==> config.mk <==
export PLATFORM = sky130hd
export DESIGN_NAME = tocp_top
export DESIGN_NICKNAME = d
export VERILOG_FILES = /design/src/rtl/tocp_pkg.sv /design/src/rtl/tocp_top.sv
export VERILOG_INCLUDE_DIRS = /design/src /design/src/rtl
export SDC_FILE = /design/constraint.sdc
export NUM_CORES = 1
export LEC_CHECK = 0
export BUFFER_PORTS_ARGS = -buffer_cell sky130_fd_sc_hd__buf_2
export CAP_MARGIN = 20
export CORE_ASPECT_RATIO = 2
export CORE_MARGIN = 3
export CORE_UTILIZATION = 45
export DETAILED_ROUTE_END_ITERATION = 6
export PLACE_DENSITY = 0.64
export SLEW_MARGIN = 20
export SYNTH_ARGS = -nofsm -noshare
export SYNTH_HDL_FRONTEND = slang
export SYNTH_SLANG_ARGS = --single-unit
==> constraint.sdc <==
create_clock -name i_mclk -period 3.35 [get_ports i_mclk]
set_input_delay 0.67 -clock i_mclk [delete_from_list [all_inputs] [get_ports i_mclk]]
set_output_delay 0.67 -clock i_mclk [all_outputs]
set_load 0.03 [all_outputs]
==> src/rtl/tocp_consts.svh <==
`ifndef TOCP_CONSTS_SVH
`define TOCP_CONSTS_SVH

// ==========================================================
// Reset and reload values
`define TOCP_CMP_RST        16'h8000
`define TOCP_CNT_RELOAD     16'hfffc

// ==========================================================
// Register byte addresses
`define TOCP_OFF_CTL1       12'h000
`define TOCP_OFF_CTL2       12'h004
`define TOCP_OFF_STATUS     12'h008
`define TOCP_OFF_CMP1_HI    12'h00c
`define TOCP_OFF_CMP1_LO    12'h010
`define TOCP_OFF_CMP2_HI    12'h014
`define TOCP_OFF_CMP2_LO    12'h018
`define TOCP_OFF_CNT_HI     12'h01c
`define TOCP_OFF_CNT_LO     12'h020
`define TOCP_OFF_CAP1_HI    12'h024
`define TOCP_OFF_CAP1_LO    12'h028
`define TOCP_OFF_CAP2_HI    12'h02c
`define TOCP_OFF_CAP2_LO    12'h030

// ==========================================================
// timer_control_one fields
`define TOCP_C1_CAP_IRQ_EN  7
`define TOCP_C1_CMP_IRQ_EN  6
`define TOCP_C1_FORCE2      4
`define TOCP_C1_FORCE1      3
`define TOCP_C1_LVL2        2
`define TOCP_C1_CAP_EDGE1   1
`define TOCP_C1_LVL1        0
`define TOCP_C1_FORCE_MASK  8'h18

// ==========================================================
// timer_control_two fields
`define TOCP_C2_PEN1        7
`define TOCP_C2_PEN2        6
`define TOCP_C2_PULSE       5
`define TOCP_C2_PWM         4
`define TOCP_C2_CLK_HI      3
`define TOCP_C2_CLK_LO      2
`define TOCP_C2_CAP_EDGE2   1
`define TOCP_C2_EXT_EDGE    0

// ==========================================================
// timer_status_register fields
`define TOCP_ST_IF1         7
`define TOCP_ST_CF1         6
`define TOCP_ST_IF2         4
`define TOCP_ST_CF2         3

// ==========================================================
// Clock select codes and prescaler terminal counts
`define TOCP_CLK_DIV4       2'h0
`define TOCP_CLK_DIV2       2'h1
`define TOCP_CLK_DIV8       2'h2
`define TOCP_CLK_EXT        2'h3
`define TOCP_DIV2_LAST      3'h1
`define TOCP_DIV4_LAST      3'h3
`define TOCP_DIV8_LAST      3'h7

`endif

==> src/rtl/tocp_pkg.sv <==
`default_nettype none
package tocp_pkg;

    // ==========================================================
    // Operating modes
    typedef enum logic [1:0] {
        TOCP_MODE_COMPARE,
        TOCP_MODE_PULSE,
        TOCP_MODE_PWM
    } tocp_mode_t;

    // ==========================================================
    // Complete block state
    typedef struct packed {
        logic [7:0]  ctl1;
        logic [7:0]  ctl2;
        logic [15:0] cmp1;
        logic [15:0] cmp2;
        logic [15:0] sh1;
        logic [15:0] sh2;
        logic        lock1;
        logic        lock2;
        logic [15:0] cnt;
        logic [2:0]  div;
        logic        upd;
        logic        ext_q;
        logic        cin1_q;
        logic        cin2_q;
        logic [15:0] cap1;
        logic [15:0] cap2;
        logic        cf1;
        logic        cf2;
        logic        if1;
        logic        if2;
        logic        arm_cf1;
        logic        arm_cf2;
        logic        arm_if1;
        logic        arm_if2;
        logic        pin1;
        logic        pin2;
        logic [31:0] rdata;
    } tocp_state_t;

endpackage : tocp_pkg
`default_nettype wire

==> src/rtl/tocp_top.sv <==
// The APB register port and the placing of the registers were left to the implementer.
`include "tocp_consts.svh"
`default_nettype none
module tocp_top (
    input  wire logic        i_mclk,
    input  wire logic        i_rst_n,
    input  wire logic        i_psel,
    input  wire logic        i_penable,
    input  wire logic        i_pwrite,
    input  wire logic [11:0] i_paddr,
    input  wire logic [31:0] i_pwdata,
    output var  logic [31:0] o_prdata,
    output var  logic        o_pready,
    output var  logic        o_pslverr,
    input  wire logic        i_cap_in_one,
    input  wire logic        i_cap_in_two,
    input  wire logic        i_ext_clk,
    input  wire logic        i_cpu_int_mask,
    output var  logic        o_cmp_pin_one,
    output var  logic        o_cmp_pin_two,
    output var  logic        o_cmp_pin_en_one,
    output var  logic        o_cmp_pin_en_two,
    output var  logic        o_timer_irq
);

    // ==========================================================
    // State and reset image
    localparam tocp_pkg::tocp_state_t RST_STATE = '{
        cmp1    : `TOCP_CMP_RST,
        cmp2    : `TOCP_CMP_RST,
        sh1     : `TOCP_CMP_RST,
        sh2     : `TOCP_CMP_RST,
        cnt     : `TOCP_CNT_RELOAD,
        default : '0
    };

    tocp_pkg::tocp_state_t s_q;
    tocp_pkg::tocp_state_t s_d;

    // ==========================================================
    // Helpers
    function automatic logic hit_at(input logic [15:0] cnt, input logic [15:0] val,
                                    input logic div2);
        logic [15:0] eff;
        eff = div2 ? val : val + 16'h0001;
        return cnt == eff;
    endfunction : hit_at

    function automatic logic edge_of(input logic now, input logic prev, input logic rise);
        return rise ? (now & ~prev) : (~now & prev);
    endfunction : edge_of

    function automatic logic is_mapped(input logic [11:0] a);
        logic m;
        m = 1'b0;
        case (a)
            `TOCP_OFF_CTL1, `TOCP_OFF_CTL2, `TOCP_OFF_STATUS,
            `TOCP_OFF_CMP1_HI, `TOCP_OFF_CMP1_LO, `TOCP_OFF_CMP2_HI,
            `TOCP_OFF_CMP2_LO, `TOCP_OFF_CNT_HI, `TOCP_OFF_CNT_LO,
            `TOCP_OFF_CAP1_HI, `TOCP_OFF_CAP1_LO, `TOCP_OFF_CAP2_HI,
            `TOCP_OFF_CAP2_LO: m = 1'b1;
            default: m = 1'b0;
        endcase
        return m;
    endfunction : is_mapped

    // ==========================================================
    // Decode of mode, tick and events
    tocp_pkg::tocp_mode_t mode;
    logic [1:0]           clk_sel;
    logic [2:0]           div_last;
    logic                 div2;
    logic                 tick;
    logic                 ext_edge;
    logic                 c1_edge;
    logic                 c2_edge;
    logic                 m1;
    logic                 m2;
    logic                 is_pwm;
    logic                 is_pulse;
    logic                 acc;
    logic                 setup;
    logic                 wr;
    logic                 rd;

    assign is_pwm   = s_q.ctl2[`TOCP_C2_PWM];
    assign is_pulse = s_q.ctl2[`TOCP_C2_PULSE] & ~is_pwm;
    assign mode     = is_pwm ? tocp_pkg::TOCP_MODE_PWM :
                      is_pulse ? tocp_pkg::TOCP_MODE_PULSE : tocp_pkg::TOCP_MODE_COMPARE;
    assign clk_sel  = s_q.ctl2[`TOCP_C2_CLK_HI:`TOCP_C2_CLK_LO];
    assign div2     = clk_sel == `TOCP_CLK_DIV2;
    assign div_last = div2 ? `TOCP_DIV2_LAST :
                      (clk_sel == `TOCP_CLK_DIV4) ? `TOCP_DIV4_LAST : `TOCP_DIV8_LAST;
    assign ext_edge = edge_of(i_ext_clk, s_q.ext_q, s_q.ctl2[`TOCP_C2_EXT_EDGE]);
    assign tick     = (clk_sel == `TOCP_CLK_EXT) ? ext_edge : (s_q.div == div_last);
    assign c1_edge  = edge_of(i_cap_in_one, s_q.cin1_q, s_q.ctl1[`TOCP_C1_CAP_EDGE1]);
    assign c2_edge  = edge_of(i_cap_in_two, s_q.cin2_q, s_q.ctl2[`TOCP_C2_CAP_EDGE2]);

    // Matches look at the count just after it moved; PWM uses shadows and ignores locks
    assign m1 = s_q.upd & hit_at(s_q.cnt, is_pwm ? s_q.sh1 : s_q.cmp1, div2)
                & (is_pwm | ~s_q.lock1);
    assign m2 = s_q.upd & hit_at(s_q.cnt, is_pwm ? s_q.sh2 : s_q.cmp2, div2)
                & (is_pwm | ~s_q.lock2);

    assign setup = i_psel & ~i_penable;
    assign acc   = i_psel & i_penable;
    assign wr    = acc & i_pwrite;
    assign rd    = acc & ~i_pwrite;

    // ==========================================================
    // Next state
    always_comb begin
        s_d        = s_q;
        s_d.ext_q  = i_ext_clk;
        s_d.cin1_q = i_cap_in_one;
        s_d.cin2_q = i_cap_in_two;
        s_d.upd    = tick;
        // A count left over from a slower rate restarts instead of wrapping
        s_d.div    = (clk_sel == `TOCP_CLK_EXT || s_q.div >= div_last) ? 3'h0 :
                     s_q.div + 3'h1;

        // Read data is captured in the setup cycle so the access needs no wait state
        if (setup) begin
            case (i_paddr)
                `TOCP_OFF_CTL1:    s_d.rdata = {24'h000000, s_q.ctl1};
                `TOCP_OFF_CTL2:    s_d.rdata = {24'h000000, s_q.ctl2};
                `TOCP_OFF_STATUS:  s_d.rdata = {24'h000000, s_q.if1, s_q.cf1, 1'b0,
                                                s_q.if2, s_q.cf2, 3'h0};
                `TOCP_OFF_CMP1_HI: s_d.rdata = {24'h000000, s_q.cmp1[15:8]};
                `TOCP_OFF_CMP1_LO: s_d.rdata = {24'h000000, s_q.cmp1[7:0]};
                `TOCP_OFF_CMP2_HI: s_d.rdata = {24'h000000, s_q.cmp2[15:8]};
                `TOCP_OFF_CMP2_LO: s_d.rdata = {24'h000000, s_q.cmp2[7:0]};
                `TOCP_OFF_CNT_HI:  s_d.rdata = {24'h000000, s_q.cnt[15:8]};
                `TOCP_OFF_CNT_LO:  s_d.rdata = {24'h000000, s_q.cnt[7:0]};
                `TOCP_OFF_CAP1_HI: s_d.rdata = {24'h000000, s_q.cap1[15:8]};
                `TOCP_OFF_CAP1_LO: s_d.rdata = {24'h000000, s_q.cap1[7:0]};
                `TOCP_OFF_CAP2_HI: s_d.rdata = {24'h000000, s_q.cap2[15:8]};
                `TOCP_OFF_CAP2_LO: s_d.rdata = {24'h000000, s_q.cap2[7:0]};
                default:           s_d.rdata = 32'h00000000;
            endcase
        end

        // Status read arms the clear; a later low-byte access finishes it
        if (rd && i_paddr == `TOCP_OFF_STATUS) begin
            s_d.arm_cf1 = s_q.cf1;
            s_d.arm_cf2 = s_q.cf2;
            s_d.arm_if1 = s_q.if1;
            s_d.arm_if2 = s_q.if2;
        end
        if (acc && i_paddr == `TOCP_OFF_CMP1_LO && s_q.arm_cf1) begin
            s_d.cf1     = 1'b0;
            s_d.arm_cf1 = 1'b0;
        end
        if (acc && i_paddr == `TOCP_OFF_CMP2_LO && s_q.arm_cf2) begin
            s_d.cf2     = 1'b0;
            s_d.arm_cf2 = 1'b0;
        end
        if (acc && i_paddr == `TOCP_OFF_CAP1_LO && s_q.arm_if1) begin
            s_d.if1     = 1'b0;
            s_d.arm_if1 = 1'b0;
        end
        if (acc && i_paddr == `TOCP_OFF_CAP2_LO && s_q.arm_if2) begin
            s_d.if2     = 1'b0;
            s_d.arm_if2 = 1'b0;
        end

        // Register writes; hardware never touches the compare values
        if (wr) begin
            case (i_paddr)
                `TOCP_OFF_CTL1: begin
                    s_d.ctl1 = i_pwdata[7:0] & ~`TOCP_C1_FORCE_MASK;
                    if (!s_q.ctl2[`TOCP_C2_PULSE] && !is_pwm) begin
                        if (i_pwdata[`TOCP_C1_FORCE1] && s_q.ctl2[`TOCP_C2_PEN1]) begin
                            s_d.pin1 = i_pwdata[`TOCP_C1_LVL1];
                        end
                        if (i_pwdata[`TOCP_C1_FORCE2] && s_q.ctl2[`TOCP_C2_PEN2]) begin
                            s_d.pin2 = i_pwdata[`TOCP_C1_LVL2];
                        end
                    end
                end
                `TOCP_OFF_CTL2:    s_d.ctl2 = i_pwdata[7:0];
                `TOCP_OFF_CMP1_HI: begin
                    s_d.cmp1[15:8] = i_pwdata[7:0];
                    s_d.lock1      = 1'b1;
                end
                `TOCP_OFF_CMP1_LO: begin
                    s_d.cmp1[7:0] = i_pwdata[7:0];
                    s_d.lock1     = 1'b0;
                end
                `TOCP_OFF_CMP2_HI: begin
                    s_d.cmp2[15:8] = i_pwdata[7:0];
                    s_d.lock2      = 1'b1;
                end
                `TOCP_OFF_CMP2_LO: begin
                    s_d.cmp2[7:0] = i_pwdata[7:0];
                    s_d.lock2     = 1'b0;
                end
                default: ;
            endcase
        end

        // Counter: free running, FFFCh is the only reload
        if (tick) begin
            s_d.cnt = s_q.cnt + 16'h0001;
        end
        if (wr && i_paddr == `TOCP_OFF_CNT_LO) begin
            s_d.cnt = `TOCP_CNT_RELOAD;
        end

        // Capture two works in every mode
        if (c2_edge) begin
            s_d.cap2 = s_q.cnt;
            s_d.if2  = 1'b1;
        end

        // Hardware events come last so a set beats a clear in the same cycle
        case (mode)
            tocp_pkg::TOCP_MODE_COMPARE: begin
                s_d.sh1 = s_q.cmp1;
                s_d.sh2 = s_q.cmp2;
                if (c1_edge) begin
                    s_d.cap1 = s_q.cnt;
                    s_d.if1  = 1'b1;
                end
                if (m1) begin
                    s_d.cf1 = 1'b1;
                    if (s_q.ctl2[`TOCP_C2_PEN1]) begin
                        s_d.pin1 = s_q.ctl1[`TOCP_C1_LVL1];
                    end
                end
                if (m2) begin
                    s_d.cf2 = 1'b1;
                    if (s_q.ctl2[`TOCP_C2_PEN2]) begin
                        s_d.pin2 = s_q.ctl1[`TOCP_C1_LVL2];
                    end
                end
            end
            tocp_pkg::TOCP_MODE_PULSE: begin
                s_d.sh1 = s_q.cmp1;
                s_d.sh2 = s_q.cmp2;
                // No compare flag one here; compare two only times
                if (m1 && s_q.ctl2[`TOCP_C2_PEN1]) begin
                    s_d.pin1 = s_q.ctl1[`TOCP_C1_LVL1];
                end
                if (m2) begin
                    s_d.cf2 = 1'b1;
                end
                // Reload to FFFCh makes the pulse last compare value plus five ticks, or plus four at divide by two
                if (c1_edge) begin
                    s_d.cap1 = s_q.cnt;
                    s_d.cnt  = `TOCP_CNT_RELOAD;
                    s_d.if1  = 1'b1;
                    if (s_q.ctl2[`TOCP_C2_PEN1]) begin
                        s_d.pin1 = s_q.ctl1[`TOCP_C1_LVL2];
                    end
                end
            end
            tocp_pkg::TOCP_MODE_PWM: begin
                // Capture one is cut off; compare flags are never set
                if (m1 && s_q.ctl2[`TOCP_C2_PEN1]) begin
                    s_d.pin1 = s_q.ctl1[`TOCP_C1_LVL1];
                end
                if (m2) begin
                    s_d.cnt = `TOCP_CNT_RELOAD;
                    s_d.if1 = 1'b1;
                    if (s_q.ctl2[`TOCP_C2_PEN1]) begin
                        s_d.pin1 = s_q.ctl1[`TOCP_C1_LVL2];
                    end
                    // Half-written values stay out of the shadow to avoid spikes
                    if (!s_q.lock1) begin
                        s_d.sh1 = s_q.cmp1;
                    end
                    if (!s_q.lock2) begin
                        s_d.sh2 = s_q.cmp2;
                    end
                end
            end
            default: ;
        endcase
    end

    always_ff @(posedge i_mclk or negedge i_rst_n) begin
        if (!i_rst_n) begin
            s_q <= RST_STATE;
        end else begin
            s_q <= s_d;
        end
    end

    // ==========================================================
    // Outputs
    assign o_prdata         = s_q.rdata;
    assign o_pready         = i_penable;
    assign o_pslverr        = acc & ~is_mapped(i_paddr);
    assign o_cmp_pin_one    = s_q.pin1;
    assign o_cmp_pin_two    = s_q.pin2;
    assign o_cmp_pin_en_one = s_q.ctl2[`TOCP_C2_PEN1];
    assign o_cmp_pin_en_two = s_q.ctl2[`TOCP_C2_PEN2] & ~is_pulse & ~is_pwm;
    assign o_timer_irq      = ~i_cpu_int_mask &
                              ((s_q.ctl1[`TOCP_C1_CMP_IRQ_EN] & (s_q.cf1 | s_q.cf2)) |
                               (s_q.ctl1[`TOCP_C1_CAP_IRQ_EN] & (s_q.if1 | s_q.if2)));
endmodule : tocp_top
`default_nettype wire

# == Yosys cells after proc, flatten, opt, wreduce, memory -nomap -nowiden ==
# Memory sizes are Yosys's and may differ from the RTL's.
# Index checks and enable logic that the tools add are counted.
# totals
register_bits,177
rom_bits,64
input_bits,53
out_inout_bits,39
wordCells,196
mem_count,1
# classes
n_addsub,4
magnitude_cmp,1
n_eq_ne,22
mux,58
bitwise,40
reduce_logical,41
# memory_table
memory,words,width,rd,rd_ports_with_merged_regs,write_ports,line_no,rtl
(name not given),64,1,1,0,0,tocp_top.sv:56,case (a)
# op_table
operator,n
16-bit two-way mux,10
8-bit case mux with 13 select lines,1
32-bit case mux with 2 select lines,1
"12-bit by 6-bit equality test with 1-bit output, second input constant",5
"16-bit by 1-bit adder with 16-bit output, second input constant",3
"12-bit by 5-bit equality test with 1-bit output, second input constant",4
16-bit equality test,2
1-bit two-way mux,32
32-bit two-way mux,1
16-bit case mux with 2 select lines,1
"12-bit by 4-bit equality test with 1-bit output, second input constant",2
1-bit AND,21
2-bit AND reduction,9
2-bit nonzero test,8
1-bit logical AND,14
1-bit inverter,14
"12-bit by 3-bit equality test with 1-bit output, second input constant",1
12-bit logical NOT,1
3-bit two-way mux,3
2-bit two-way mux,4
6-bit logical NOT,1
"2-bit != test, second input constant",3
1-bit case mux with 2 select lines,3
3-bit AND reduction,2
12 further kinds,20

# == Logic depth before layout (Yosys ltp) ==
# Gate-level depths: netlist (run 1).
# logic_depth
word_depth,11
mapped_depth,13
depth_no_buf,11

# == Least setup slack after synthesis (run 1) ==
# Ideal clock, no wire load.
# synth_path
kind,flip-flop to flip-flop
from,"register s_q, in the netlist is_pwm"
to,"register s_q, in the netlist o_cmp_pin_one"
setup_ns,0.095
arrival_ns,2.952
required_time_ns,3.255
slack_ns,0.303
path_stages_with_launch,12
path_buffers,2
synth_period_minus_slack_ns,3.047
cell_sequence,dfrtp_1 -> buf_4 -> buf_4 -> mux2_2 -> ha_1 -> o2111ai_1 -> or4b_1 -> xnor2_1 -> nand3_1 -> nor4_2 -> mux2_2 -> o31ai_1
# synth_rtl
element,line_no,rtl
start: declaration,tocp_top.sv:37,tocp_pkg::tocp_state_t s_q;
start signal: assignment,tocp_top.sv:284,s_q <= RST_STATE;
start signal: assignment,tocp_top.sv:286,s_q <= s_d;

==> results of run 1 <==
-- synthesized netlist by cell type (6+ instances only) --
| library cell | number | area [sq um] |
|---|---|---|
| sky130_fd_sc_hd__dfrtp_1 | 135 | 3380 |
| sky130_fd_sc_hd__mux2_2 | 95 | 1070 |
| sky130_fd_sc_hd__nand2_1 | 50 | 188 |
| sky130_fd_sc_hd__nor2_1 | 42 | 158 |
| sky130_fd_sc_hd__xnor2_1 | 42 | 368 |
| sky130_fd_sc_hd__buf_4 | 36 | 270 |
| sky130_fd_sc_hd__mux2i_1 | 32 | 320 |
| sky130_fd_sc_hd__nand3_1 | 27 | 135 |
| sky130_fd_sc_hd__o21ai_0 | 26 | 130 |
| sky130_fd_sc_hd__a221oi_1 | 21 | 184 |
| sky130_fd_sc_hd__a22o_1 | 20 | 175 |
| sky130_fd_sc_hd__mux2_4 | 20 | 300 |
| sky130_fd_sc_hd__a21oi_1 | 18 | 90.1 |
| sky130_fd_sc_hd__dfstp_2 | 18 | 473 |
| sky130_fd_sc_hd__xor2_1 | 17 | 149 |
| sky130_fd_sc_hd__clkbuf_1 | 14 | 52.6 |
| sky130_fd_sc_hd__inv_1 | 12 | 45.0 |
| sky130_fd_sc_hd__nand3b_1 | 12 | 90.1 |
| sky130_fd_sc_hd__nand4_1 | 11 | 68.8 |
| sky130_fd_sc_hd__a31oi_1 | 10 | 62.6 |
| sky130_fd_sc_hd__and3_1 | 10 | 62.6 |
| sky130_fd_sc_hd__a21o_1 | 9 | 67.6 |
| sky130_fd_sc_hd__a22oi_1 | 9 | 67.6 |
| sky130_fd_sc_hd__and4_1 | 9 | 78.8 |
| sky130_fd_sc_hd__buf_1 | 9 | 33.8 |
| sky130_fd_sc_hd__and2_1 | 8 | 50.1 |
| sky130_fd_sc_hd__nor3_1 | 7 | 35.0 |
| sky130_fd_sc_hd__ha_1 | 6 | 75.1 |
| sky130_fd_sc_hd__nor2b_1 | 6 | 37.5 |
-- critical path, stage by stage, from the launching register on --
cell                        delay (ns)
sky130_fd_sc_hd__dfrtp_4          0.57
sky130_fd_sc_hd__buf_12           0.18
sky130_fd_sc_hd__mux2_2           0.23
sky130_fd_sc_hd__ha_1             0.23
sky130_fd_sc_hd__o2111ai_2        0.15
sky130_fd_sc_hd__or4b_1           0.56
sky130_fd_sc_hd__xnor2_1          0.20
sky130_fd_sc_hd__nand3_2          0.16
sky130_fd_sc_hd__nor4_4           0.28
sky130_fd_sc_hd__mux2_2           0.37
sky130_fd_sc_hd__o31ai_1          0.21
-- layer usage --
metal,track usage [%],routed length [um],up-vias
met2,43.5,13400,257
met5,0,13,-
li1,-,-,3075
met4,21.0,2540,2
met1,26.7,9560,3439
met3,4.14,1230,105
-- power groups by stage --
stage	clock, mW	combinational (mW)	sequential, mW
2_1_floorplan	0	0.431	2.05
3_3_place_gp	0	0.519	2.18
3_5_place_dp	0	0.537	2.18
4_1_cts	1.87	0.539	2.15
5_1_grt	1.95	0.594	2.16
6_report	1.84	0.549	2.15
-- registers in the layout, indices dropped and copies added (netlist names) --
register,flops
clk_sel,2
o_cmp_pin_one,1
o_cmp_pin_en_one,1
s_q,139
o_cmp_pin_two,1
o_prdata,8
is_pwm,1
-- cells in the final DEF, fill, tap and decap left out, types with 11 or more instances in the layout --
master / count
sky130_fd_sc_hd__a21oi_1: 16
sky130_fd_sc_hd__a221oi_1: 21
sky130_fd_sc_hd__a22o_1: 20
sky130_fd_sc_hd__buf_2: 42
sky130_fd_sc_hd__buf_4: 47
sky130_fd_sc_hd__clkbuf_16: 17
sky130_fd_sc_hd__conb_1: 24
sky130_fd_sc_hd__dfrtp_1: 134
sky130_fd_sc_hd__dfstp_2: 18
sky130_fd_sc_hd__inv_1: 12
sky130_fd_sc_hd__mux2_2: 95
sky130_fd_sc_hd__mux2_4: 20
sky130_fd_sc_hd__mux2i_1: 32
sky130_fd_sc_hd__nand2_1: 50
sky130_fd_sc_hd__nand3_1: 25
sky130_fd_sc_hd__nand3b_1: 12
sky130_fd_sc_hd__nand4_1: 11
sky130_fd_sc_hd__nor2_1: 42
sky130_fd_sc_hd__o21ai_0: 25
sky130_fd_sc_hd__xnor2_1: 42
sky130_fd_sc_hd__xor2_1: 17
-- per-stage QoR --
| step | total power, mW | hold WS (ns) | setup slack, ns | utilization, % |
|---|---|---|---|---|
| after floorplan | 2.48 | 0.374 | 0.303 | - |
| after global placement | 2.70 | 0.460 | 0.0617 | 49.5 |
| after detailed placement | 2.72 | 0.461 | 0.0334 | 49.5 |
| after CTS | 4.56 | 0.246 | 0.0326 | 52.4 |
| after global routing | 4.70 | 0.252 | -0.00522 | 52.6 |
| final | 4.55 | 0.214 | 0.118 | 52.6 |
-- what timing repair did --
item | in CTS | in global routing
gates resized for setup | 0 | 10
endpoints found under the setup margin | 0 | 36
hold buffers | 0 | 0
-- kinds of logic after synthesis --
kind of cell               synth area share, %
adders and majority gates                0.837
and+or+nand+nor                           12.9
xor gates and xnor gates                  5.76
AOI/OAI and AO/OA                         12.9
other                                   0.0418
muxes                                     18.8
buffers and inverters                     5.72
DFF                                       42.9
-- final timing paths --
check | from | end
worst min register to register | o_prdata[0] | o_prdata[0]
worst max register to register | is_pwm | o_cmp_pin_one
worst max-delay path | is_pwm | o_cmp_pin_one
min in group i_mclk | i_ext_clk | s_q[76]
max in group asynchronous | i_rst_n | is_pwm
worst min-delay path | i_rst_n | s_q[104]
-- final cells by class --
type | count | area, sq um
repair buffers | 96 | 694
multi-input cells | 598 | 4750
clock buffers | 19 | 443
well taps | 259 | 324
flip-flops and latches | 153 | 3850
inverters | 13 | 51.3
clock inverters | 13 | 120
fillers | 1778 | 9230
==> run_summary.xml, run 1 <==
<?xml version="1.0" encoding="UTF-8"?>
<metrics>
  <group name="final_layout">
    <metric name="post_route_cells_drive_above_1_share" unit="%">32.2</metric>
    <metric name="antenna-diode-count" unit="">0</metric>
    <metric name="finalInstanceArea" unit="sq um">10200</metric>
    <metric name="nets" unit="">938</metric>
    <metric name="syn2layout_area_growth" unit="%">14.1</metric>
    <metric name="final-instance-count-excl-fill" unit="">1151</metric>
  </group>
  <group name="worst_setup_path">
    <metric name="timing.critical_path.from_type" unit="">register</metric>
    <metric name="worst-endpoint-arrival" unit="ns">3.57</metric>
    <metric name="timing.critical_path.required" unit="ns">3.69</metric>
    <metric name="reg2regPathDepth" unit="">10</metric>
    <metric name="critical_path_peak_fanout" unit="">16</metric>
    <metric name="ff2ff_setup_slack" unit="ns">0.12</metric>
    <metric name="worst_setup_path_end_kind" unit="">register</metric>
    <metric name="timing.setup.critical_path_class" unit="">register to register</metric>
  </group>
  <group name="timing">
    <metric name="report.final.hold_viol_count" unit="">0</metric>
    <metric name="fin_skew" unit="ns">0.00545</metric>
    <metric name="fin_crit" unit="ns">3.23</metric>
    <metric name="setup-tns-final" unit="ns">0</metric>
    <metric name="peak_freq" unit="MHz">309</metric>
    <metric name="timing.max_slew.rel_slack" unit="%">46.4</metric>
    <metric name="final_max_slew_viol_count" unit="">0</metric>
    <metric name="timing.final.setup_violations" unit="">0</metric>
    <metric name="slew_of_the_pin_with_the_lowest_slew_margin" unit="ns">0.804</metric>
    <metric name="min_period_over_period" unit="%">96.5</metric>
  </group>
  <group name="power_and_ir_drop">
    <metric name="p_clk_share" unit="%">40.6</metric>
    <metric name="p_leak" unit="nW">4.58</metric>
    <metric name="power_density_over_cell_area" unit="nW/um^2">444</metric>
    <metric name="cellInternalPower" unit="mW">3.25</metric>
    <metric name="ir_worst_vdd" unit="uV">589</metric>
    <metric name="proportion_of_power_drawn_by_combinational_gates" unit="%">12.1</metric>
    <metric name="switching_power" unit="mW">1.29</metric>
    <metric name="p_seq_share" unit="%">47.4</metric>
    <metric name="netSwitchingFraction" unit="%">28.4</metric>
  </group>
  <group name="global_route">
    <metric name="global_route.usage.total" unit="%">25.3</metric>
    <metric name="grt.overflow.total" unit="">0</metric>
    <metric name="grt_start_max_net_pins" unit="">67</metric>
    <metric name="initial_antenna_violation_count" unit="">1</metric>
    <metric name="grt_pass1_wl" unit="um">40600</metric>
    <metric name="vias_in_the_first_global_route" unit="">6948</metric>
  </group>
  <group name="floorplan">
    <metric name="chipWidth" unit="um">106</metric>
    <metric name="rows" unit="">72</metric>
    <metric name="fp.dieH" unit="um">206</metric>
    <metric name="area_inside_the_core_boundary" unit="sq um">19500</metric>
    <metric name="die_area" unit="sq um">21800</metric>
    <metric name="initial_core_utilization" unit="%">46.1</metric>
    <metric name="boundaryPins" unit="">92</metric>
  </group>
  <group name="place">
    <metric name="placedCellCount" unit="">1119</metric>
    <metric name="place.gp.congestion" unit="">0.941</metric>
    <metric name="detailed_place.area" unit="sq um">9620</metric>
    <metric name="placement.io_buffers" unit="">43</metric>
    <metric name="hpwl" unit="um">20100</metric>
  </group>
  <group name="route">
    <metric name="totalWireLength" unit="um">26800</metric>
    <metric name="antenna_violating_nets_left" unit="">0</metric>
    <metric name="post-route-drc-count" unit="">0</metric>
    <metric name="route.detailed.wl_per_inst" unit="um">23.3</metric>
    <metric name="firstDrtPassIters" unit="">5</metric>
    <metric name="detailroute.via_count" unit="">6878</metric>
    <metric name="drtIter0Drc" unit="">378</metric>
    <metric name="viasPerCell" unit="">5.98</metric>
  </group>
  <group name="synth">
    <metric name="synth_area_per_cell" unit="sq um">11.1</metric>
    <metric name="synth-edff-count" unit="">0</metric>
    <metric name="yosysWarningCount" unit="">0</metric>
    <metric name="synth.cell_area" unit="sq um">8970</metric>
    <metric name="ys_seq_area_share" unit="%">42.9</metric>
    <metric name="yosys_register_bits" unit="">153</metric>
    <metric name="synthDistinctLibCells" unit="">74</metric>
    <metric name="postSynth.asyncResetShare" unit="%">100</metric>
    <metric name="top_flip_flop_cell_by_instance_count_after_synthesis" unit="">sky130_fd_sc_hd__dfrtp_1</metric>
    <metric name="gate_count_post_synth" unit="">810</metric>
  </group>
  <group name="clock_tree">
    <metric name="clk-insertion-delay-late" unit="ns">0.43</metric>
    <metric name="tritoncts" unit="">done</metric>
    <metric name="clkSinkCount" unit="">153</metric>
    <metric name="cts.clk_slew.worst_paths" unit="ns">0.06</metric>
    <metric name="clock_tree.root_cell" unit="">sky130_fd_sc_hd__clkbuf_16</metric>
    <metric name="clock_tree.htree_level_count" unit="">4</metric>
    <metric name="post_cts.repair.setup_buffers" unit="">0</metric>
    <metric name="cts_made_buffers" unit="">17</metric>
    <metric name="cts_buffer_depth" unit="">2</metric>
  </group>
  <group name="status">
    <metric name="result_of_the_run" unit="">finished, final reports clean</metric>
  </group>
  <group name="hold_path">
    <metric name="hold_class" unit="">primary input to async pin</metric>
  </group>
  <group name="run">
    <metric name="max_cap_violations" unit="">0</metric>
  </group>
</metrics>
Note: power is estimated with default switching activity, not from simulation.
==> inputs of run 2 (changes only) <==
- BUFFER_PORTS_ARGS: -buffer_cell sky130_fd_sc_hd__buf_2 -> -buffer_cell sky130_fd_sc_hd__clkbuf_2
- CAP_MARGIN: 20 -> 10
==> run 2 against run 1 <==
Register-to-register slack barely moved. Core utilization rose by 0.77 points. Sequential share of layout area fell by 0.54 points. Largest cell class unchanged. Count of clock-buffer cells in the layout rose by 2. Critical endpoint is now s_q[109]. Clock power rose by 9%. Fmax fell by 0.36%.
==> run_summary.xml, run 2 (synthesis gave the netlist of run 1 again) <==
<?xml version="1.0" encoding="UTF-8"?>
<metrics>
  <group name="status">
    <metric name="result_of_the_run" unit="">finished, final reports clean</metric>
  </group>
  <group name="power_and_ir_drop">
    <metric name="fin_total_pwr" unit="mW">4.74</metric>
    <metric name="p_leak" unit="nW">4.66</metric>
    <metric name="power_density_over_cell_area" unit="nW/um^2">457</metric>
    <metric name="ir_worst_vdd" unit="uV">550</metric>
  </group>
  <group name="worst_setup_path">
    <metric name="worst_setup_path_end_kind" unit="">register</metric>
    <metric name="crit_path_cell_trace" unit="">mux2_2 -&gt; ha_1 -&gt; inv_1 -&gt; a211oi_4 -&gt; buf_4 -&gt; and2_1 -&gt; xnor2_1 -&gt; o32ai_1 -&gt; buf_4 -&gt; nand4_4 -&gt; o21ai_4 -&gt; buf_12 -&gt; mux2_2</metric>
    <metric name="worst_path_dominant_cell_family" unit="">compound AO/OA/AOI/OAI gates</metric>
    <metric name="cp_num_cells" unit="">13</metric>
    <metric name="timing.critical_path.from_type" unit="">register</metric>
    <metric name="reg2regPathDepth" unit="">13</metric>
    <metric name="critical_path.max_stage_delay" unit="ns">0.55</metric>
    <metric name="critical_path_peak_fanout" unit="">15</metric>
    <metric name="cpMaxStageDelayCell" unit="">sky130_fd_sc_hd__dfrtp_4</metric>
    <metric name="worst-endpoint-arrival" unit="ns">3.56</metric>
    <metric name="cp_num_buf_inv" unit="">4</metric>
    <metric name="timing.setup.critical_path_class" unit="">register to register</metric>
    <metric name="timing.critical_path.required" unit="ns">3.67</metric>
  </group>
  <group name="route">
    <metric name="viasPerCell" unit="">5.97</metric>
    <metric name="post-route-drc-count" unit="">0</metric>
    <metric name="antenna_violating_nets_left" unit="">0</metric>
    <metric name="drtIter0Drc" unit="">365</metric>
    <metric name="route.detailed.wl_per_inst" unit="um">23.3</metric>
    <metric name="firstDrtPassIters" unit="">5</metric>
    <metric name="detailroute.via_count" unit="">6960</metric>
    <metric name="totalWireLength" unit="um">27100</metric>
  </group>
  <group name="run">
    <metric name="max_cap_violations" unit="">0</metric>
  </group>
  <group name="timing">
    <metric name="fin_crit" unit="ns">3.24</metric>
    <metric name="final_max_slew_viol_count" unit="">0</metric>
    <metric name="report.final.hold_viol_count" unit="">0</metric>
    <metric name="timing.max_slew.rel_slack" unit="%">46.8</metric>
    <metric name="timing.final.setup_violations" unit="">0</metric>
    <metric name="fin_skew" unit="ns">0.0115</metric>
    <metric name="setup-tns-final" unit="ns">0</metric>
    <metric name="slew_of_the_pin_with_the_lowest_slew_margin" unit="ns">0.798</metric>
    <metric name="min_period_over_period" unit="%">96.8</metric>
    <metric name="peak_freq" unit="MHz">308</metric>
  </group>
  <group name="final_layout">
    <metric name="max_ffs_per_register" unit="">139</metric>
    <metric name="post_route_cells_drive_above_1_share" unit="%">33.6</metric>
    <metric name="antenna-diode-count" unit="">0</metric>
    <metric name="final-instance-count-excl-fill" unit="">1165</metric>
    <metric name="largest-register" unit="">s_q</metric>
    <metric name="layout_common_cells" unit="">134 x sky130_fd_sc_hd__dfrtp_1, 95 x sky130_fd_sc_hd__mux2_2, 63 x sky130_fd_sc_hd__buf_4</metric>
    <metric name="multi_input_area" unit="sq um">4760</metric>
    <metric name="postLayoutCoreUtil" unit="%">53.4</metric>
    <metric name="n_fill_cell" unit="">1758</metric>
    <metric name="area.sequential" unit="sq um">3850</metric>
    <metric name="mostFrequentLayoutCell" unit="">sky130_fd_sc_hd__dfrtp_1</metric>
    <metric name="nets" unit="">952</metric>
    <metric name="finalInstanceArea" unit="sq um">10400</metric>
    <metric name="syn2layout_area_growth" unit="%">15.8</metric>
  </group>
  <group name="hold_path">
    <metric name="hold_class" unit="">primary input to async pin</metric>
  </group>
  <group name="clock_tree">
    <metric name="clkSinkCount" unit="">153</metric>
    <metric name="cts_made_buffers" unit="">17</metric>
    <metric name="cts.clk_slew.worst_paths" unit="ns">0.07</metric>
    <metric name="clock_tree.root_cell" unit="">sky130_fd_sc_hd__clkbuf_16</metric>
    <metric name="tritoncts" unit="">done</metric>
    <metric name="clk-insertion-delay-late" unit="ns">0.43</metric>
    <metric name="clock_tree.htree_level_count" unit="">4</metric>
    <metric name="cts_hold_buffers" unit="">0</metric>
    <metric name="cts_buffer_depth" unit="">2</metric>
  </group>
  <group name="floorplan">
    <metric name="initial_core_utilization" unit="%">46.1</metric>
    <metric name="boundaryPins" unit="">92</metric>
    <metric name="fp.dieH" unit="um">206</metric>
    <metric name="rows" unit="">72</metric>
    <metric name="area_inside_the_core_boundary" unit="sq um">19500</metric>
    <metric name="die_area" unit="sq um">21800</metric>
    <metric name="chipWidth" unit="um">106</metric>
  </group>
  <group name="place">
    <metric name="detailed_place.area" unit="sq um">9670</metric>
    <metric name="placedCellCount" unit="">1129</metric>
    <metric name="place.gp.congestion" unit="">0.966</metric>
    <metric name="hpwl" unit="um">20600</metric>
    <metric name="placement.io_buffers" unit="">43</metric>
  </group>
  <group name="global_route">
    <metric name="grt.overflow.total" unit="">0</metric>
    <metric name="global_route.usage.total" unit="%">25.5</metric>
    <metric name="grt_pass1_wl" unit="um">40900</metric>
    <metric name="initial_antenna_violation_count" unit="">0</metric>
    <metric name="grt_start_max_net_pins" unit="">65</metric>
    <metric name="vias_in_the_first_global_route" unit="">7064</metric>
  </group>
</metrics>
==> run 2: area by class of cell <==
type | instances | share of cell area (%)
Multi-Input combinational cell | 598 | 45.9
Sequential cell | 153 | 37.1
Timing Repair Buffer | 110 | 7.46
Clock buffer | 21 | 4.63
Tap cell | 259 | 3.12
Clock inverter | 11 | 1.30
Inverter | 13 | 0.494
==> run 2: timing repair <==
item,in CTS,in global routing
pin swaps,2,5
hold endpoints to repair,0,0
setup buffers,0,4
resized for setup,0,13
setup endpoints to repair,6,36
cloned,0,0
==> run 2: routing by layer <==
metal	track usage (%)	vias to the layer above	share of wire (%)
met5	0	-	0
met3	3.99	113	4.4
li1	-	3118	-
met4	22.0	0	9.7
met2	44.3	259	51
met1	26.3	3470	35
==> run 2: final timing paths <==
path	slack [ns]	to	from
worst max-delay path	0.11	s_q[109]	is_pwm
max in group asynchronous	2.32	s_q[146]	i_rst_n
worst min register to register	0.48	o_prdata[0]	o_prdata[0]
min in group i_mclk	0.37	s_q[74]	i_cap_in_two
worst min-delay path	0.23	s_q[105]	i_rst_n
worst max register to register	0.11	s_q[109]	is_pwm
==> run 2: per-stage QoR <==
step	setup WS (ns)	hold WS (ns)
after floorplan	0.303	0.374
after global placement	0.0714	0.462
after detailed placement	-0.00519	0.467
after CTS	0.0227	0.262
after global routing	-0.0211	0.274
final	0.106	0.230
==> run 2: report_power, final <==
part	total, mW	switching (mW)	internal, mW	leakage, nW
Sequential	2.11	0.131	1.98	2.01
Clock	2.00	0.813	1.19	0.293
Combinational	0.634	0.374	0.260	2.36
Total	4.74	1.32	3.43	4.66
==> inputs of run 3 (changes only) <==
- MAX_ROUTING_LAYER: default -> met4
- clock period: 3.35 -> 3.8 ns (I/O delays scaled with it)
==> run 3 against run 2 <==
Sequential share of layout area increased by 1.1 points. Critical path depth is 2 lower. Sequential cell count stayed put. Hold slack improved by 0.11 ns. Total power down 14%. First-iteration DRC count rose by 10%. Sequential power decreased by 10%. Final area decreased by 2.8%. Highest routed layer unchanged.
==> run_summary.xml, run 3 (synthesis gave the netlist of run 1 again) <==
<?xml version="1.0" encoding="UTF-8"?>
<metrics>
  <group name="worst_setup_path">
    <metric name="crit-reg2reg-launch" unit="">is_pwm</metric>
    <metric name="reg2regPathDepth" unit="">11</metric>
    <metric name="ff2ff_setup_slack" unit="ns">0.25</metric>
    <metric name="critical_path_peak_fanout" unit="">20</metric>
    <metric name="timing.critical_path.from_type" unit="">register</metric>
    <metric name="worst_setup_path_end_kind" unit="">register</metric>
    <metric name="timing.critical_path.required" unit="ns">4.11</metric>
    <metric name="critical_path.reg2reg.endpoint" unit="">s_q[119]</metric>
    <metric name="worst-endpoint-arrival" unit="ns">3.86</metric>
    <metric name="timing.setup.critical_path_class" unit="">register to register</metric>
  </group>
  <group name="status">
    <metric name="result_of_the_run" unit="">finished, final reports clean</metric>
  </group>
  <group name="global_route">
    <metric name="grt.overflow.total" unit="">0</metric>
    <metric name="global_route.usage.total" unit="%">26.0</metric>
    <metric name="grt_start_max_net_pins" unit="">73</metric>
    <metric name="vias_in_the_first_global_route" unit="">7045</metric>
    <metric name="grt_pass1_wl" unit="um">41000</metric>
    <metric name="initial_antenna_violation_count" unit="">0</metric>
  </group>
  <group name="place">
    <metric name="placedCellCount" unit="">1107</metric>
    <metric name="hpwl" unit="um">20100</metric>
    <metric name="placement.io_buffers" unit="">43</metric>
    <metric name="place.gp.congestion" unit="">0.962</metric>
    <metric name="detailed_place.area" unit="sq um">9500</metric>
  </group>
  <group name="route">
    <metric name="firstDrtPassIters" unit="">5</metric>
    <metric name="totalWireLength" unit="um">26800</metric>
    <metric name="viasPerCell" unit="">5.97</metric>
    <metric name="route.detailed.wl_per_inst" unit="um">23.6</metric>
    <metric name="detailroute.via_count" unit="">6802</metric>
    <metric name="antenna_violating_nets_left" unit="">0</metric>
    <metric name="drtIter0Drc" unit="">402</metric>
    <metric name="post-route-drc-count" unit="">0</metric>
  </group>
  <group name="floorplan">
    <metric name="die_area" unit="sq um">21800</metric>
    <metric name="initial_core_utilization" unit="%">46.1</metric>
    <metric name="rows" unit="">72</metric>
    <metric name="fp.dieH" unit="um">206</metric>
    <metric name="chipWidth" unit="um">106</metric>
    <metric name="area_inside_the_core_boundary" unit="sq um">19500</metric>
    <metric name="boundaryPins" unit="">92</metric>
  </group>
  <group name="clock_tree">
    <metric name="clock_tree.root_cell" unit="">sky130_fd_sc_hd__clkbuf_16</metric>
    <metric name="clk-insertion-delay-late" unit="ns">0.42</metric>
    <metric name="cts_hold_buffers" unit="">0</metric>
    <metric name="clkSinkCount" unit="">153</metric>
    <metric name="cts_buffer_depth" unit="">2</metric>
    <metric name="post_cts.repair.setup_buffers" unit="">0</metric>
    <metric name="clock_tree.htree_level_count" unit="">4</metric>
    <metric name="cts.clk_slew.worst_paths" unit="ns">0.06</metric>
    <metric name="cts_made_buffers" unit="">17</metric>
    <metric name="postCtsResizedCells" unit="">0</metric>
    <metric name="tritoncts" unit="">done</metric>
  </group>
  <group name="timing">
    <metric name="final_max_slew_viol_count" unit="">0</metric>
    <metric name="peak_freq" unit="MHz">282</metric>
    <metric name="finalHoldWorstSlack" unit="ns">0.341</metric>
    <metric name="report.final.hold_viol_count" unit="">0</metric>
    <metric name="fin_skew" unit="ns">0.00612</metric>
    <metric name="min_period_over_period" unit="%">93.3</metric>
    <metric name="slew_of_the_pin_with_the_lowest_slew_margin" unit="ns">1.09</metric>
    <metric name="timing.max_slew.rel_slack" unit="%">27.1</metric>
    <metric name="setup-tns-final" unit="ns">0</metric>
    <metric name="fin_crit" unit="ns">3.55</metric>
    <metric name="unrepaired_setup_endpoints_after_global_routing" unit="">false</metric>
    <metric name="timing.final.setup_violations" unit="">0</metric>
  </group>
  <group name="final_layout">
    <metric name="mostFrequentLayoutCell" unit="">sky130_fd_sc_hd__dfrtp_1</metric>
    <metric name="finalInstanceArea" unit="sq um">10100</metric>
    <metric name="antenna-diode-count" unit="">0</metric>
    <metric name="post_route_cells_drive_above_1_share" unit="%">29.9</metric>
    <metric name="largest-register" unit="">s_q</metric>
    <metric name="final-instance-count-excl-fill" unit="">1139</metric>
    <metric name="max_ffs_per_register" unit="">139</metric>
    <metric name="syn2layout_area_growth" unit="%">12.5</metric>
    <metric name="layout_common_cells" unit="">134 x sky130_fd_sc_hd__dfrtp_1, 95 x sky130_fd_sc_hd__mux2_2, 50 x sky130_fd_sc_hd__nand2_1</metric>
    <metric name="nets" unit="">926</metric>
  </group>
  <group name="power_and_ir_drop">
    <metric name="power_density_over_cell_area" unit="nW/um^2">404</metric>
    <metric name="p_leak" unit="nW">4.51</metric>
    <metric name="ir_worst_vdd" unit="uV">365</metric>
  </group>
  <group name="hold_path">
    <metric name="hold_class" unit="">primary input to async pin</metric>
  </group>
  <group name="run">
    <metric name="max_cap_violations" unit="">0</metric>
  </group>
</metrics>
==> run 3: cell count changes in the layout (fill, tap and decap cells not counted), sizes merged <==
cell and delta:
buf -26, clkbuf +4, inv -3, clkinvlp -2, bufinv +1
==> run 3: layout make-up <==
class | instances | area (sq um)
fill | 1770 | 9370
multi-input combinational | 598 | 4700
sequential | 153 | 3850
timing repair buffer | 84 | 567
clock buffer | 25 | 475
tap | 259 | 324
clock inverter | 7 | 120
inverter | 13 | 51.3
==> run 3: per-stage QoR <==
stage	utilization [%]	total power, mW	setup slack (ns)
6_report	51.9	4.08	0.255
3_5_place_dp	48.8	2.37	0.299
2_1_floorplan	-	2.19	0.753
3_3_place_gp	48.8	2.35	0.330
4_1_cts	51.9	4.10	0.273
5_1_grt	51.9	4.22	0.0180
==> run 3: how the worst max path moves through the flow <==
stage / to / start / slack (ns)
global route: o_cmp_pin_one / is_pwm / 0.02
global placement: s_q[115] / is_pwm / 0.33
finish: s_q[119] / is_pwm / 0.25
floorplan: o_cmp_pin_one / is_pwm / 0.75
CTS: s_q[119] / is_pwm / 0.27
detailed placement: s_q[119] / is_pwm / 0.30
==> run 3: report_power, final <==
part	internal, mW	total [mW]	switching [mW]
clock network	1.07	1.73	0.660
logic	0.190	0.448	0.257
registers	1.75	1.90	0.156
total	3.01	4.08	1.07
==> run 3: per-layer routing <==
metal,global-route usage [%],share of wire (%),vias up
met3,3.55,3.8,115
met2,44.4,51,242
met5,-,0,-
met1,26.5,36,3384
met4,20.8,8.9,0
li1,-,-,3061
==> run 3: worst max-delay path, cell delays in order, from the launching register on <==
cell and delay (ns):
sky130_fd_sc_hd__dfrtp_4 0.61, sky130_fd_sc_hd__mux2_2 0.28, sky130_fd_sc_hd__ha_1 0.18, sky130_fd_sc_hd__inv_1 0.08
sky130_fd_sc_hd__a211oi_4 0.38, sky130_fd_sc_hd__nand4b_1 0.25, sky130_fd_sc_hd__and2_1 0.24, sky130_fd_sc_hd__nor3_1 0.29
sky130_fd_sc_hd__nand4_2 0.26, sky130_fd_sc_hd__o21ai_4 0.28, sky130_fd_sc_hd__buf_12 0.20, sky130_fd_sc_hd__mux2_2 0.35
